## src/pirq_pkg.sv

```systemverilog
// constants, types and register map of the peripheral interrupt flag bank
package pirq_pkg;

  // ----------------------------------------------------------------
  // bus and register map
  // ----------------------------------------------------------------
  localparam int unsigned PIRQ_ADDR_W = 8;
  localparam int unsigned PIRQ_DATA_W = 32;
  localparam int unsigned PIRQ_REG_W = 8;

  localparam logic [7:0] PIRQ_OFF_FLAGS_ONE = 8'h00;
  localparam logic [7:0] PIRQ_OFF_FLAGS_TWO = 8'h04;
  localparam logic [7:0] PIRQ_OFF_FLAGS_THREE = 8'h08;
  localparam logic [7:0] PIRQ_OFF_ENABLES_ONE = 8'h0C;
  localparam logic [7:0] PIRQ_OFF_ENABLES_TWO = 8'h10;
  localparam logic [7:0] PIRQ_OFF_ENABLES_THREE = 8'h14;
  localparam logic [7:0] PIRQ_OFF_PRIORITY_ONE = 8'h18;
  localparam logic [7:0] PIRQ_OFF_CONTROL = 8'h1C;
  localparam logic [7:0] PIRQ_OFF_IRQ_STATUS = 8'h20;
  localparam logic [7:0] PIRQ_OFF_IRQ_MASK = 8'h24;

  localparam logic [1:0] PIRQ_RESP_OKAY = 2'h0;
  localparam logic [1:0] PIRQ_RESP_SLVERR = 2'h2;

  // ----------------------------------------------------------------
  // field layouts and reset values
  // ----------------------------------------------------------------
  localparam logic [7:0] PIRQ_MASK_ONE = 8'hFF;
  localparam logic [7:0] PIRQ_MASK_TWO = 8'hC9;
  localparam logic [7:0] PIRQ_MASK_THREE = 8'hC0;
  localparam logic [7:0] PIRQ_MASK_NO_PSP = 8'h7F;
  localparam logic [7:0] PIRQ_RST_ZERO = 8'h00;
  localparam logic [7:0] PIRQ_RST_PRIORITY = 8'hFF;

  localparam int unsigned PIRQ_BIT_OSC_FAIL = 7;
  localparam int unsigned PIRQ_BIT_CMP_CHANGE = 6;
  localparam int unsigned PIRQ_BIT_BUS_COLL_ONE = 3;
  localparam int unsigned PIRQ_BIT_CAPCOMP_TWO = 0;
  localparam int unsigned PIRQ_BIT_SERIAL_TWO = 7;
  localparam int unsigned PIRQ_BIT_BUS_COLL_TWO = 6;

  localparam int unsigned PIRQ_CTRL_W = 2;
  localparam int unsigned PIRQ_CTRL_PRIO_LEVELS = 0;
  localparam int unsigned PIRQ_CTRL_PERIPH_GLOBAL = 1;
  localparam logic [1:0] PIRQ_CTRL_RST = 2'h0;

  localparam int unsigned PIRQ_IRQ_W = 2;
  localparam int unsigned PIRQ_IRQ_HIGH = 0;
  localparam int unsigned PIRQ_IRQ_LOW = 1;
  localparam logic [1:0] PIRQ_IRQ_RST = 2'h0;

  localparam int unsigned PIRQ_CMP_W = 2;

  // ----------------------------------------------------------------
  // types
  // ----------------------------------------------------------------
  typedef enum logic [1:0] {
    PIRQ_CCP_CAPTURE = 2'b00,
    PIRQ_CCP_COMPARE = 2'b01,
    PIRQ_CCP_PWM = 2'b10,
    PIRQ_CCP_OFF = 2'b11
  } pirq_ccp_mode_t;

  typedef struct packed {
    logic [7:0] one_evt;
    logic osc_fail;
    logic bus_coll_one;
    logic capcomp_two_capture;
    logic capcomp_two_compare;
    pirq_ccp_mode_t capcomp_two_mode;
    logic serial_two_done;
    logic bus_coll_two;
  } pirq_events_t;

  typedef struct packed {
    logic high;
    logic low;
  } pirq_core_req_t;

endpackage

```

## src/pirq_flag_bank.sv

```systemverilog
// peripheral interrupt flags, enables and priority steering behind AXI4-Lite
// Function
// - oscillator-fail flag, second flag register bit 7, set on clock fallback, sticky
// - comparator-change flag, bit 6, set on comparator change, held till cleared
// - bit 3 of second flags set on first serial port bus collision
// - bit 0: capture in capture mode, match in compare mode, never in pwm
// - unimplemented bits read zero and ignore writes
// - third flags bit 7 set when second serial port finishes a transfer
// - third flags bit 6 set on second serial port bus collision
// - without priority levels, peripheral global enable gates every peripheral source
// - first enable register gates its eight sources, one means enabled
// - without parallel slave port its enable and priority bits read zero
// - second enable register gates bits 7, 6, 3 and 0
// - third enable register gates bits 7 and 6
// - priority bits steer only while priority levels are enabled
// - first priority register: one high, zero low, resets to all ones
// - flags stay set until software writes zero
// - flags set regardless of their enable or any global enable
// - priority levels enable selects two levels, else one compatible level
// - with priorities, low global enable gates all low-priority sources
//
// Chosen here: the AXI4-Lite slave port and the register addresses.
`timescale 1ns/1ps
`default_nettype none

module pirq_flag_bank
  import pirq_pkg::*;
#(
  parameter bit PSP_PRESENT = 1'b1
)
(
  // clock and reset
  input wire logic aclk,
  input wire logic aresetn,
  // axi4-lite write address
  input wire logic awvalid,
  output logic awready,
  input wire logic [pirq_pkg::PIRQ_ADDR_W-1:0] awaddr,
  input wire logic [2:0] awprot,
  // axi4-lite write data
  input wire logic wvalid,
  output logic wready,
  input wire logic [pirq_pkg::PIRQ_DATA_W-1:0] wdata,
  input wire logic [3:0] wstrb,
  // axi4-lite write response
  output logic bvalid,
  input wire logic bready,
  output logic [1:0] bresp,
  // axi4-lite read address
  input wire logic arvalid,
  output logic arready,
  input wire logic [pirq_pkg::PIRQ_ADDR_W-1:0] araddr,
  input wire logic [2:0] arprot,
  // axi4-lite read data
  input wire logic rvalid_unused_guard,
  output logic rvalid,
  input wire logic rready,
  output logic [pirq_pkg::PIRQ_DATA_W-1:0] rdata,
  output logic [1:0] rresp,
  // peripheral events, same clock
  input wire pirq_pkg::pirq_events_t events,
  // comparator outputs, asynchronous
  input wire logic [pirq_pkg::PIRQ_CMP_W-1:0] comparator_out,
  // requests toward the core
  output pirq_pkg::pirq_core_req_t core_req,
  // summary interrupt
  output logic irq
);
  import pirq_pkg::*;

  // ----------------------------------------------------------------
  // helpers
  // ----------------------------------------------------------------
  function automatic logic hit(input logic [PIRQ_ADDR_W-1:0] a, input logic [7:0] off);
    hit = (a[PIRQ_ADDR_W-1:2] == off[PIRQ_ADDR_W-1:2]);
  endfunction

  function automatic logic [7:0] upd(input logic [7:0] cur, input logic we,
                                     input logic [7:0] wv, input logic [7:0] msk);
    upd = (we ? wv : cur) & msk;
  endfunction

  localparam logic [7:0] MASK_ONE = PSP_PRESENT ? PIRQ_MASK_ONE : PIRQ_MASK_NO_PSP;

  // ----------------------------------------------------------------
  // registers
  // ----------------------------------------------------------------
  logic [7:0] flags_one_q, flags_two_q, flags_three_q;
  logic [7:0] flags_one_d, flags_two_d, flags_three_d;
  logic [7:0] en_one_q, en_two_q, en_three_q, prio_one_q;
  logic [PIRQ_CTRL_W-1:0] ctrl_q;
  logic [PIRQ_IRQ_W-1:0] irq_status_q, irq_status_d, irq_mask_q;
  logic [PIRQ_CMP_W-1:0] cmp_meta_q, cmp_sync_q, cmp_prev_q;
  pirq_core_req_t req_prev_q;

  // ----------------------------------------------------------------
  // axi4-lite write channel
  // ----------------------------------------------------------------
  logic aw_have_q, w_have_q, bvalid_q;
  logic [PIRQ_ADDR_W-1:0] awaddr_q;
  logic [7:0] wbyte_q;
  logic wlane_q;
  logic [1:0] bresp_q;

  wire aw_take = awvalid && awready;
  wire w_take = wvalid && wready;
  wire wr_fire = aw_have_q && w_have_q && !bvalid_q;
  wire wr_lane = wr_fire && wlane_q;
  wire wr_flags_one = wr_lane && hit(awaddr_q, PIRQ_OFF_FLAGS_ONE);
  wire wr_flags_two = wr_lane && hit(awaddr_q, PIRQ_OFF_FLAGS_TWO);
  wire wr_flags_three = wr_lane && hit(awaddr_q, PIRQ_OFF_FLAGS_THREE);
  wire wr_en_one = wr_lane && hit(awaddr_q, PIRQ_OFF_ENABLES_ONE);
  wire wr_en_two = wr_lane && hit(awaddr_q, PIRQ_OFF_ENABLES_TWO);
  wire wr_en_three = wr_lane && hit(awaddr_q, PIRQ_OFF_ENABLES_THREE);
  wire wr_prio_one = wr_lane && hit(awaddr_q, PIRQ_OFF_PRIORITY_ONE);
  wire wr_ctrl = wr_lane && hit(awaddr_q, PIRQ_OFF_CONTROL);
  wire wr_mask = wr_lane && hit(awaddr_q, PIRQ_OFF_IRQ_MASK);
  wire wr_mapped = hit(awaddr_q, PIRQ_OFF_FLAGS_ONE) || hit(awaddr_q, PIRQ_OFF_FLAGS_TWO)
    || hit(awaddr_q, PIRQ_OFF_FLAGS_THREE) || hit(awaddr_q, PIRQ_OFF_ENABLES_ONE)
    || hit(awaddr_q, PIRQ_OFF_ENABLES_TWO) || hit(awaddr_q, PIRQ_OFF_ENABLES_THREE)
    || hit(awaddr_q, PIRQ_OFF_PRIORITY_ONE) || hit(awaddr_q, PIRQ_OFF_CONTROL)
    || hit(awaddr_q, PIRQ_OFF_IRQ_STATUS) || hit(awaddr_q, PIRQ_OFF_IRQ_MASK);

  assign awready = !aw_have_q && !bvalid_q;
  assign wready = !w_have_q && !bvalid_q;
  assign bvalid = bvalid_q;
  assign bresp = bresp_q;

  always_ff @(posedge aclk)
  begin
    if (!aresetn)
    begin
      aw_have_q <= 1'b0;
      w_have_q <= 1'b0;
      bvalid_q <= 1'b0;
      awaddr_q <= '0;
      wbyte_q <= PIRQ_RST_ZERO;
      wlane_q <= 1'b0;
      bresp_q <= PIRQ_RESP_OKAY;
    end
    else
    begin
      if (aw_take)
      begin
        aw_have_q <= 1'b1;
        awaddr_q <= awaddr;
      end
      if (w_take)
      begin
        w_have_q <= 1'b1;
        wbyte_q <= wdata[7:0];
        wlane_q <= wstrb[0];
      end
      if (wr_fire)
      begin
        aw_have_q <= 1'b0;
        w_have_q <= 1'b0;
        bvalid_q <= 1'b1;
        bresp_q <= wr_mapped ? PIRQ_RESP_OKAY : PIRQ_RESP_SLVERR;
      end
      else if (bvalid_q && bready)
        bvalid_q <= 1'b0;
    end
  end

  // ----------------------------------------------------------------
  // axi4-lite read channel
  // ----------------------------------------------------------------
  logic rvalid_q;
  logic [PIRQ_DATA_W-1:0] rdata_q;
  logic [1:0] rresp_q;

  wire ar_take = arvalid && arready;
  wire rd_status = ar_take && hit(araddr, PIRQ_OFF_IRQ_STATUS);
  wire [7:0] rd_byte =
    hit(araddr, PIRQ_OFF_FLAGS_ONE) ? flags_one_q :
    hit(araddr, PIRQ_OFF_FLAGS_TWO) ? flags_two_q :
    hit(araddr, PIRQ_OFF_FLAGS_THREE) ? flags_three_q :
    hit(araddr, PIRQ_OFF_ENABLES_ONE) ? en_one_q :
    hit(araddr, PIRQ_OFF_ENABLES_TWO) ? en_two_q :
    hit(araddr, PIRQ_OFF_ENABLES_THREE) ? en_three_q :
    hit(araddr, PIRQ_OFF_PRIORITY_ONE) ? prio_one_q :
    hit(araddr, PIRQ_OFF_CONTROL) ? {6'h00, ctrl_q} :
    hit(araddr, PIRQ_OFF_IRQ_STATUS) ? {6'h00, irq_status_q} :
    hit(araddr, PIRQ_OFF_IRQ_MASK) ? {6'h00, irq_mask_q} : PIRQ_RST_ZERO;
  wire rd_mapped = hit(araddr, PIRQ_OFF_FLAGS_ONE) || hit(araddr, PIRQ_OFF_FLAGS_TWO)
    || hit(araddr, PIRQ_OFF_FLAGS_THREE) || hit(araddr, PIRQ_OFF_ENABLES_ONE)
    || hit(araddr, PIRQ_OFF_ENABLES_TWO) || hit(araddr, PIRQ_OFF_ENABLES_THREE)
    || hit(araddr, PIRQ_OFF_PRIORITY_ONE) || hit(araddr, PIRQ_OFF_CONTROL)
    || hit(araddr, PIRQ_OFF_IRQ_STATUS) || hit(araddr, PIRQ_OFF_IRQ_MASK);

  assign arready = !rvalid_q;
  assign rvalid = rvalid_q;
  assign rdata = rdata_q;
  assign rresp = rresp_q;

  always_ff @(posedge aclk)
  begin
    if (!aresetn)
    begin
      rvalid_q <= 1'b0;
      rdata_q <= '0;
      rresp_q <= PIRQ_RESP_OKAY;
    end
    else if (ar_take)
    begin
      rvalid_q <= 1'b1;
      rdata_q <= {24'h000000, rd_byte};
      rresp_q <= rd_mapped ? PIRQ_RESP_OKAY : PIRQ_RESP_SLVERR;
    end
    else if (rvalid_q && rready)
      rvalid_q <= 1'b0;
  end

  // ----------------------------------------------------------------
  // event capture
  // ----------------------------------------------------------------
  // comparator levels come from the analog side: two stages first
  always_ff @(posedge aclk)
  begin
    if (!aresetn)
    begin
      cmp_meta_q <= '0;
      cmp_sync_q <= '0;
      cmp_prev_q <= '0;
    end
    else
    begin
      cmp_meta_q <= comparator_out;
      cmp_sync_q <= cmp_meta_q;
      cmp_prev_q <= cmp_sync_q;
    end
  end

  wire cmp_change = |(cmp_sync_q ^ cmp_prev_q);
  wire ccp2_evt = (events.capcomp_two_mode == PIRQ_CCP_CAPTURE && events.capcomp_two_capture)
    || (events.capcomp_two_mode == PIRQ_CCP_COMPARE && events.capcomp_two_compare);

  wire [7:0] set_two = {events.osc_fail, cmp_change, 2'b00, events.bus_coll_one,
                        2'b00, ccp2_evt};
  wire [7:0] set_three = {events.serial_two_done, events.bus_coll_two, 6'h00};

  // set wins over a software clear in the same cycle; enables not consulted
  assign flags_one_d = upd(flags_one_q, wr_flags_one, wbyte_q, MASK_ONE)
    | (events.one_evt & MASK_ONE);
  assign flags_two_d = upd(flags_two_q, wr_flags_two, wbyte_q, PIRQ_MASK_TWO)
    | (set_two & PIRQ_MASK_TWO);
  assign flags_three_d = upd(flags_three_q, wr_flags_three, wbyte_q, PIRQ_MASK_THREE)
    | (set_three & PIRQ_MASK_THREE);

  always_ff @(posedge aclk)
  begin
    if (!aresetn)
    begin
      flags_one_q <= PIRQ_RST_ZERO;
      flags_two_q <= PIRQ_RST_ZERO;
      flags_three_q <= PIRQ_RST_ZERO;
    end
    else
    begin
      flags_one_q <= flags_one_d;
      flags_two_q <= flags_two_d;
      flags_three_q <= flags_three_d;
    end
  end

  // ----------------------------------------------------------------
  // enables, priorities, control
  // ----------------------------------------------------------------
  always_ff @(posedge aclk)
  begin
    if (!aresetn)
    begin
      en_one_q <= PIRQ_RST_ZERO;
      en_two_q <= PIRQ_RST_ZERO;
      en_three_q <= PIRQ_RST_ZERO;
      prio_one_q <= PIRQ_RST_PRIORITY & MASK_ONE;
      ctrl_q <= PIRQ_CTRL_RST;
      irq_mask_q <= PIRQ_IRQ_RST;
    end
    else
    begin
      en_one_q <= upd(en_one_q, wr_en_one, wbyte_q, MASK_ONE);
      en_two_q <= upd(en_two_q, wr_en_two, wbyte_q, PIRQ_MASK_TWO);
      en_three_q <= upd(en_three_q, wr_en_three, wbyte_q, PIRQ_MASK_THREE);
      prio_one_q <= upd(prio_one_q, wr_prio_one, wbyte_q, MASK_ONE);
      if (wr_ctrl)
        ctrl_q <= wbyte_q[PIRQ_CTRL_W-1:0];
      if (wr_mask)
        irq_mask_q <= wbyte_q[PIRQ_IRQ_W-1:0];
    end
  end

  // ----------------------------------------------------------------
  // request steering
  // ----------------------------------------------------------------
  wire prio_levels = ctrl_q[PIRQ_CTRL_PRIO_LEVELS];
  wire periph_global = ctrl_q[PIRQ_CTRL_PERIPH_GLOBAL];
  wire [7:0] pend_one = flags_one_q & en_one_q;
  wire [7:0] pend_two = flags_two_q & en_two_q;
  wire [7:0] pend_three = flags_three_q & en_three_q;
  // second and third sources have no priority bits here: fixed high
  wire pend_hi = |(pend_one & prio_one_q) || |pend_two || |pend_three;
  wire pend_lo = |(pend_one & ~prio_one_q);
  wire pend_any = |pend_one || |pend_two || |pend_three;
  wire req_high_d = prio_levels ? pend_hi : (pend_any && periph_global);
  wire req_low_d = prio_levels && pend_lo && periph_global;

  always_ff @(posedge aclk)
  begin
    if (!aresetn)
    begin
      core_req <= '0;
      req_prev_q <= '0;
    end
    else
    begin
      core_req.high <= req_high_d;
      core_req.low <= req_low_d;
      req_prev_q <= core_req;
    end
  end

  // ----------------------------------------------------------------
  // summary interrupt
  // ----------------------------------------------------------------
  wire [PIRQ_IRQ_W-1:0] irq_evt = {core_req.low && !req_prev_q.low,
                                   core_req.high && !req_prev_q.high};
  assign irq_status_d = (rd_status ? PIRQ_IRQ_RST : irq_status_q) | irq_evt;

  always_ff @(posedge aclk)
  begin
    if (!aresetn)
      irq_status_q <= PIRQ_IRQ_RST;
    else
      irq_status_q <= irq_status_d;
  end

  assign irq = |(irq_status_q & irq_mask_q);

  // ----------------------------------------------------------------
  // checks
  // ----------------------------------------------------------------
  a_osc_fail_set: assert property (@(posedge aclk) disable iff (!aresetn)
    events.osc_fail |=> flags_two_q[PIRQ_BIT_OSC_FAIL])
    else $error("oscillator fail flag not set");

  a_bus_coll_two_set: assert property (@(posedge aclk) disable iff (!aresetn)
    events.bus_coll_two |=> flags_three_q[PIRQ_BIT_BUS_COLL_TWO])
    else $error("second bus collision flag not set");

  a_flag_sticky: assert property (@(posedge aclk) disable iff (!aresetn)
    (flags_three_q[PIRQ_BIT_SERIAL_TWO] && !wr_flags_three) |=>
      flags_three_q[PIRQ_BIT_SERIAL_TWO])
    else $error("serial done flag dropped without write");

  a_ccp_pwm_quiet: assert property (@(posedge aclk) disable iff (!aresetn)
    (events.capcomp_two_mode == PIRQ_CCP_PWM && !flags_two_q[PIRQ_BIT_CAPCOMP_TWO]
      && !wr_flags_two) |=> !flags_two_q[PIRQ_BIT_CAPCOMP_TWO])
    else $error("capture compare flag set in pwm mode");

  a_unimpl_zero: assert property (@(posedge aclk) disable iff (!aresetn)
    ((flags_two_q & ~PIRQ_MASK_TWO) == PIRQ_RST_ZERO)
      && ((en_three_q & ~PIRQ_MASK_THREE) == PIRQ_RST_ZERO)
      && ((prio_one_q & ~MASK_ONE) == PIRQ_RST_ZERO))
    else $error("unimplemented bit reads one");

  a_periph_gate: assert property (@(posedge aclk) disable iff (!aresetn)
    (!prio_levels && !periph_global) |=> !core_req.high && !core_req.low)
    else $error("request without peripheral global enable");

  a_low_steer: assert property (@(posedge aclk) disable iff (!aresetn)
    (prio_levels && periph_global && pend_lo) |=> core_req.low)
    else $error("low priority source not routed low");

  a_high_steer: assert property (@(posedge aclk) disable iff (!aresetn)
    (prio_levels && !periph_global && |(pend_one & prio_one_q)) |=>
      core_req.high && !core_req.low)
    else $error("high priority source misrouted");

  a_irq_raise: assert property (@(posedge aclk) disable iff (!aresetn)
    ($rose(core_req.high) && irq_mask_q[PIRQ_IRQ_HIGH] && !wr_mask) |=> irq)
    else $error("summary interrupt missed");

  a_bresp_hold: assert property (@(posedge aclk) disable iff (!aresetn)
    (bvalid && !bready) |=> bvalid && $stable(bresp))
    else $error("write response dropped early");

endmodule

`default_nettype wire

```

## config.mk

```make
export PLATFORM = sky130hd
export DESIGN_NAME = pirq_flag_bank
export DESIGN_NICKNAME = d
export VERILOG_FILES = /design/src/pirq_pkg.sv /design/src/pirq_flag_bank.sv
export SDC_FILE = /design/constraint.sdc
export NUM_CORES = 1
export LEC_CHECK = 0
export ABC_AREA = 1
export BUFFER_PORTS_ARGS = -buffer_cell sky130_fd_sc_hd__buf_2
export CORE_MARGIN = 4
export CORE_UTILIZATION = 55
export DETAILED_ROUTE_END_ITERATION = 10
export PLACE_DENSITY_LB_ADDON = 0.3
export SLEW_MARGIN = 15
export SYNTH_ARGS = -nofsm -noshare
export SYNTH_HDL_FRONTEND = slang
export SYNTH_SLANG_ARGS = --single-unit
```

## constraint.sdc

```tcl
create_clock -name aclk -period 3.6 [get_ports aclk]
set_input_delay 0.72 -clock aclk [delete_from_list [all_inputs] [get_ports aclk]]
set_output_delay 0.72 -clock aclk [all_outputs]
set_load 0.03 [all_outputs]
```

; ---- Word level (Yosys, flattened, before mapping)
; Index checks and enable logic that the tools add are counted.
; Widths: inputs -> output; s select.
[totals]
ff_bits = 105
latchBits = 0
ram_bits = 0
rom_bits = 0
in_bits = 84
wordCells = 151
mem_count = 0
[op_classes]
add_sub_neg = 0
mul = 0
n_div = 0
n_lt_le_gt_ge = 0
n_eq_ne = 19
n_shift = 0
n_mux = 21
bitwise_logic = 13
n_reduce_logical = 69
[ops]
columns = operator, count
row1 = $mux 8, 10
row2 = $eq 6x3->1 const B, 8
row3 = $and 8x8->8, 5
row4 = $reduce_or 8->1, 5
row5 = $logic_and 1x1->1, 27
row6 = $eq 6x2->1 const B, 4
row7 = $eq 6x4->1 const B, 4
row8 = $or 8x8->8, 3
row9 = $logic_or 1x1->1, 23
row10 = $eq 6x1->1 const B, 2
row11 = $logic_not 6->1, 2
row12 = $mux 2, 6
row13 = $not 8->8, 1
row14 = $logic_not 1->1, 6
row15 = $reduce_or 2->1, 3
row16 = $mux 1, 5
row17 = $reduce_bool 2->1, 2
row18 = $and 2x2->2, 1
row19 = $eq 2x1->1 const B, 1
row20 = $logic_not 2->1, 1
row21 = $or 2x2->2, 1
row22 = $xor 2x2->2, 1
row23 = $not 1->1, 1

; ---- Longest topological paths before layout
; Gate-level depths: netlist of run 1.
[depth]
word_depth = 11
depth_mapped = 12

; ---- Worst setup path after synthesis of run 1
; OpenSTA, ideal clock, no wires.
[synth_timing]
path_kind = reg-to-reg
startpoint = register bvalid_q, in the netlist bvalid
endpoint = register wbyte_q[5]
setup_time_ns = 0.116
t_arrival_ns = 1.637
t_required_ns = 3.484
setup_slack_ns = 1.847
stages_incl_launch_ff = 6
n_path_buf = 1
synth_period_minus_slack_ns = 1.753
path_cell_list = dfxtp_1 > nor2_1 > nand2_1 > clkbuf_1 > o21ai_0 > nor2_1
[synth_between]
elab_chain_len = 3
[synth_rtl]
columns = item, line_no
row1 = from (decl), pirq_flag_bank.sv:99  ; logic aw_have_q, w_have_q, bvalid_q;
row2 = from (signal assigned), pirq_flag_bank.sv:135  ; bvalid_q <= 1'b0;
row3 = from (signal assigned), pirq_flag_bank.sv:158  ; bvalid_q <= 1'b1;
row4 = from (signal assigned), pirq_flag_bank.sv:162  ; bvalid_q <= 1'b0;
row5 = $logic_not 1->1, pirq_flag_bank.sv:125  ; assign wready = !w_have_q && !bvalid_q;
row6 = $logic_and 1x1->1, pirq_flag_bank.sv:125
row7 = net wready, pirq_flag_bank.sv:42  ; output logic wready,
row8 = $logic_and 1x1->1, pirq_flag_bank.sv:106  ; wire w_take = wvalid && wready;
row9 = to (signal assigned), pirq_flag_bank.sv:151  ; wbyte_q <= wdata[7:0];
row10 = to (decl), pirq_flag_bank.sv:101  ; logic [7:0] wbyte_q;
; The timed path passes the listed nets, and every way through them passes these cells.
; A chain may end at the register's enable or synchronous reset.

; ---- Final worst setup path of run 1
[layout_timing]
startpoint = register bvalid_q, in the netlist bvalid
endpoint = output wready
[layout_between]
elab_chain_len = 2
[layout_rtl]
columns = item, line_no
row1 = $logic_not 1->1, pirq_flag_bank.sv:125
row2 = $logic_and 1x1->1, pirq_flag_bank.sv:125
row3 = to (decl), pirq_flag_bank.sv:42
; Every way passes these cells.

==> metrics, run 1 <==
outcome=completed; class of the worst hold path=register to register; Slew Viols, Final=0; share of power burned in registers=0.514; flops & latches, synth=81; Core Footprint=6830 um^2; Synth area leaders=dfxtp_1, nand2_1, inv_1; initial antenna violation count=0; Final min period=1.85 ns; I/O Buffers=63; overall power=0.00188 W; CTS Sinks=81; Top Usage Layer GRT=met2; DRC viols=0; Slew headroom=0.531; final core occ=0.636; Worst R2R End=prio_one_q[2]$_SDFFE_PN1P_; ANT cells=0; Clock power frac=0.354; hold depth=2; Die X-Extent=91.9 um; first-pass GRT wire length=15.8 mm; CP cell instances=nor2_1 > buf_2; internal cell power=0.00133 W; Final Setup Violations=0; Critical Path Sink Type=output pin; Setup CP Type=register to output pin; hold_buf cts=0; critical path arrival=1.13 ns; synthesized area=3870 um^2; DR iter-0 viols=308; CP startpoint kind=register; Final Hold Viols=0; Die Height=91.9 um; Pwr Density=433 nW/um^2; pin count of the biggest net entering global routing=37; Worst-Skew Late Latency=0.36 ns; unrepaired setup endpoints after global routing=false; met3 usage=0.0525; number of cells on the worst reg-to-reg path=7; Clock Path Buffers=2; GP Congestion=0.909; DRT antenna net count=0; max cap viols=0; CTS Buf Count=9; async set or reset register ratio after synthesis=0; total grt overflow=0; M2 GR Usage=0.384; die area=8450 um^2; top cell type's share of synthesized area=0.418; library cells used by synthesis=38; WL final=9.55 mm; switching power=0.000555 W; CTS root buf=clkbuf_8; syn_area_per_cell=7.28 um^2; Seq/Total Area, Yosys=0.418; fin nets=677; Synth top cells by count=nand2_1, dfxtp_1, inv_1, o21ai_0, a21oi_1; share of post-route cells with drive strength above 1=0.176; Setup Skew=0.0125 ns; Post-DP HPWL=7.09 mm; yosys warns=0; Site Rows=30; FMAX=542 MHz; Vias=3588; Setup Total Neg Slack=0 ns; final hold slack=0.419 ns; Worst EP required=2.88 ns; Avg WL per Cell=13.8 um; Worst R2R Start=bvalid$_SDFFE_PN0P_; Total GRT Usage=0.237; met1 usage=0.313; Post-CTS Setup Repair Bufs=0; min-delay src=cmp_meta_q[0]$_SDFF_PN0_; CTS tree=yes; Initial Util=0.567; non-filler cells, final=694; Post-Synthesis Cells=532; reg2reg setup slack=1.87 ns; EDFF count, synth=0; worst stage delay on the critical path=0.36 ns; hold endpoint=cmp_sync_q[0]$_SDFF_PN0_; filler cell count=644; 1st-pass router iterations=5; post-DR vias/cell=5.17; predominant post-synthesis flop cell=dfxtp_1; area grow syn2layout=12.2%; Final Cycle Share=0.513; Synth area leader=dfxtp_1; maximum VDD drop=0.311 mV; LEAKAGE=2.09 nW; Reg clk slew, reported paths=0.08 ns; most common cell in the netlist=nand2_1; Sw Ratio=0.295; # H-tree levels=3; combinational share of power=0.132; # resized after CTS=0; placed cells=678; worst-margin pin slew=0.701 ns; worst-path fanout max=5; vias in the first global route=3292; Ports=128; slowest CP cell=dfxtp_1
[registers in the layout, summed over array words and instances (netlist names), 4 cells and up]
name,flops
wbyte_q,8
awaddr_q,6
en_one_q,8
flags_two_q,4
rdata,8
flags_one_q,8
en_two_q,4
prio_one_q,8
[worst max path at each step]
| stage | startpoint | endpoint | slack (ns) | depth (start not counted) |
|---|---|---|---|---|
| after floorplan | bvalid$_SDFFE_PN0P_ | wbyte_q[5]$_SDFFE_PN0P_ | 1.85 | 5 |
| after global placement | aresetn | bresp[1]$_SDFFE_PN0P_ | 1.49 | 3 |
| after detailed placement | aresetn | bresp[1]$_SDFFE_PN0P_ | 1.47 | 3 |
| after CTS | bvalid$_SDFFE_PN0P_ | wready | 1.74 | 2 |
| after global routing | bvalid$_SDFFE_PN0P_ | wready | 1.68 | 2 |
| final | bvalid$_SDFFE_PN0P_ | wready | 1.75 | 2 |
[per-layer routing]
layer | vias to the layer above | share of wire
li1 | 1816 | -
met1 | 1632 | 0.45
met2 | 129 | 0.46
met3 | 11 | 0.074
met4 | 0 | 0.012
met5 | - | 0
[per-stage QoR]
stage	setup slack, ns	area, um^2
3_5_place_dp	1.47	4150
3_3_place_gp	1.49	4150
2_1_floorplan	1.85	3970
6_report	1.75	4350
5_1_grt	1.68	4350
4_1_cts	1.74	4350
[power by group through the flow]
stage          combinational, W  clock, W  sequential, W
6_report               0.000248  0.000665       0.000966
4_1_cts                0.000247  0.000673       0.000966
3_3_place_gp           0.000240         0       0.000986
2_1_floorplan          0.000189         0       0.000990
5_1_grt                0.000277  0.000717       0.000971
3_5_place_dp           0.000245         0       0.000987
[cell type report]
type	instances	area, um^2	share of cell area
Clock inverter	6	67.6	0.0155
Multi-Input combinational cell	356	1780	0.410
Timing Repair Buffer	64	323	0.0743
Inverter	81	307	0.0705
Sequential cell	81	1620	0.373
Tap cell	96	120	0.0276
Clock buffer	10	128	0.0294
[layout by cell type, fill, tap and decap left out, types with 3 or more instances in the layout]
cell type	Yosys	final
nand2_1	86	86
dfxtp_1	81	81
inv_1	78	78
buf_2	1	63
o21ai_0	52	52
a21oi_1	50	50
nor2_1	49	49
conb_1	1	26
nand3_1	20	20
o211ai_1	10	10
clkbuf_8	0	9
a211oi_1	7	7
o22ai_1	7	7
nand4_1	6	6
nand2_2	5	5
nor2_4	5	5
nor3_1	4	4
nor2_2	3	3
nor3_2	3	3
a22oi_1	3	3
o31ai_1	3	3
[cells by family (layout without fill, tap and decap cells)]
group,after synthesis,after routing,synth area share
compound gates,141,141,0.207
buf+inv,120,161,0.146
flops,81,81,0.418
other cells,1,26,0.000968
simple gates,189,189,0.227
[critical path: cells and delay by family, from the launching register on]
family / cells / cell delay, ns
simple gates: 1 / 0.19
flops: 1 / 0.36
buf+inv: 1 / 0.23
No activity file was read; power rests on OpenSTA's default activity.
==> run 2: changes to the inputs <==
- ABC_AREA: 1 -> 0
- CORE_UTILIZATION: 55 -> 51
- clock period: 3.6 -> 1.7 ns (I/O delays scaled with it)
==> run 2 against run 1 <==
The run now ends with negative setup slack left. Worst hold slack got worse by 0.22 ns. Critical path type is now register to register. Sequential share of layout area shrank 2.1 points. Highest routed layer unchanged. Critical endpoint is now ctrl_q[0]$_SDFFE_PN0P_. Clock-buffer cell count up 4.
==> metrics, run 2 <==
DRC viols=0; Pwr Density=835 nW/um^2; Slew Viols, Final=0; class of the worst hold path=primary input to register; async set or reset register ratio after synthesis=0; Site Rows=31; final setup margin=-0.0333 ns; Post-Synthesis Cells=451; pre-CTS WS=-0.101 ns; Post-CTS Setup Repair Bufs=0; fin nets=609; yosys warns=0; Setup Skew=0.00675 ns; reg2reg setup slack=-0.03 ns; critical path arrival=1.97 ns; failing checks=negative setup slack; Reg clk slew, reported paths=0.08 ns; # H-tree levels=3; CTS tree=yes; hold endpoint=cmp_meta_q[0]$_SDFF_PN0_; syn_area_per_cell=8.73 um^2; total grt overflow=0; worst-path fanout max=4; Die X-Extent=95.9 um; library cells used by synthesis=53; Final Setup Violations=4; Final Cycle Share=1.02; Clock Path Buffers=2; placed cells=613; vias in the first global route=3101; GP Congestion=0.967; Ports=128; first-pass GRT wire length=15.1 mm; max cap viols=0; outcome=complete, but fails checks; worst-margin pin slew=0.466 ns; 1st-pass router iterations=5; share of post-route cells with drive strength above 1=0.228; non-filler cells, final=629; DR iter-0 viols=267; LEAKAGE=2.05 nW; post-DR vias/cell=5.42; most common cell after layout, fill and taps aside=dfxtp_1; CTS Buf Count=9; ANT cells=0; hold depth=2; DRT antenna net count=0; Total GRT Usage=0.213; synthesized area=3940 um^2; Setup CP Type=register to register; unrepaired setup endpoints after global routing=true; initial antenna violation count=0; final core occ=0.627; I/O Buffers=63; Worst-Skew Late Latency=0.34 ns; Avg WL per Cell=14.9 um; FMAX=577 MHz; Final min period=1.73 ns; Final Hold Viols=0; min-delay src=comparator_out[0]; predominant post-synthesis flop cell=dfxtp_1; CTS Sinks=81; WL final=9.36 mm; Synth top cells by count=dfxtp_1, mux2i_1, nand2_1, a21oi_1, nor2_1; Critical Path Sink Type=register; Vias=3412; most common cell in the netlist=dfxtp_1; Seq/Total Area, Yosys=0.412; die area=9190 um^2; Worst R2R End=ctrl_q[0]$_SDFFE_PN0P_; Setup Total Neg Slack=-0.0656 ns; Worst EP required=1.94 ns; Worst R2R Start=awaddr_q[6]$_SDFFE_PN0P_; most frequent cells in the layout=dfxtp_1, buf_2, mux2i_1; Synth area leaders=dfxtp_1, mux2i_1, buf_4; number of cells on the worst reg-to-reg path=4; Slew headroom=0.681; CP startpoint kind=register; Die Height=95.9 um; flops & latches, synth=81; Initial Util=0.534; filler cell count=653; maximum VDD drop=0.522 mV; Synth area leader=dfxtp_1; pin count of the biggest net entering global routing=46; area grow syn2layout=17.3%; Post-DP HPWL=6.93 mm; EDFF count, synth=0; CTS root buf=clkbuf_8; Core Footprint=7370 um^2; top cell type's share of synthesized area=0.412
## run 2: cell count changes in the layout (fill, tap and decap cells not counted), sizes merged, moves of 7 or more
cell / before / now
a211oi: 7 / 0
nor2: 58 / 36
o21ai: 54 / 14
o211ai: 12 / 3
mux2i: 0 / 54
and2: 0 / 10
a21oi: 50 / 36
inv: 82 / 22
buf: 64 / 89
nand2: 92 / 47
## run 2: through the flow
step / area, um^2 / total power [W] / hold slack, ns
after detailed placement: 4430 / 0.00264 / 0.429
after floorplan: 4060 / 0.00249 / 0.412
after global routing: 4620 / 0.00404 / 0.193
final: 4620 / 0.00386 / 0.201
after global placement: 4430 / 0.00263 / 0.423
after CTS: 4610 / 0.00387 / 0.195
## run 2: area by class of cell
cell class | count | area [um^2] | area share
clock buffer | 14 | 163 | 0.0352
clock inverter | 2 | 12.5 | 0.00271
inverter | 22 | 82.6 | 0.0179
multi-input combinational | 322 | 2050 | 0.444
sequential | 81 | 1630 | 0.352
tap | 99 | 124 | 0.0268
timing repair buffer | 89 | 561 | 0.121
## run 2: critical path, cell delays in order (launching register included)
cell	delay, ns
dfxtp_2	0.34
or4b_4	0.59
or4_4	0.46
mux2i_1	0.18
nor2_1	0.05
## run 2: layer usage
metal / global-route usage / up-vias / routed length [um] / share of wire
li1: - / 1671 / - / -
met3: 0.0367 / 10 / 562 / 0.060
met4: 0.0628 / 0 / 113 / 0.012
met2: 0.354 / 105 / 4470 / 0.48
met1: 0.283 / 1626 / 4220 / 0.45
met5: 0 / - / 0 / 0
## run 2: worst max-delay path by stage
stage / start / endpoint / slack (ns) / cells after the start
2_1_floorplan: awaddr_q[7]$_SDFFE_PN0P_ / prio_one_q[0]$_SDFFE_PN1P_ / -0.07 / 4
3_3_place_gp: awaddr_q[6]$_SDFFE_PN0P_ / flags_two_q[6]$_SDFF_PN0_ / -0.08 / 4
3_5_place_dp: awaddr_q[6]$_SDFFE_PN0P_ / flags_two_q[6]$_SDFF_PN0_ / -0.10 / 4
4_1_cts: awaddr_q[6]$_SDFFE_PN0P_ / ctrl_q[0]$_SDFFE_PN0P_ / -0.03 / 4
5_1_grt: awaddr_q[6]$_SDFFE_PN0P_ / prio_one_q[1]$_SDFFE_PN1P_ / -0.09 / 5
6_report: awaddr_q[6]$_SDFFE_PN0P_ / ctrl_q[0]$_SDFFE_PN0P_ / -0.03 / 4
## run 2: cell families (layout without fill, tap and decap cells)
family	count (synthesis)	count (layout)	synth area share
other cells	1	26	0.000952
compound gates	87	87	0.139
flops	81	81	0.412
buf+inv	73	127	0.0950
mux	54	54	0.137
xor+xnor	2	2	0.00445
simple gates	153	153	0.212
## run 2: repair_timing
action / in CTS / in global routing
gates resized for setup: 2 / 2
pin swaps: 2 / 0
hold buffers: 0 / 0
endpoints found under the setup margin: 8 / 17
cloned: 0 / 0
## run 2: power by group
part           internal, W  switching [W]
Combinational     0.000210       0.000346
Clock             0.000611       0.000646
Sequential         0.00197      0.0000793
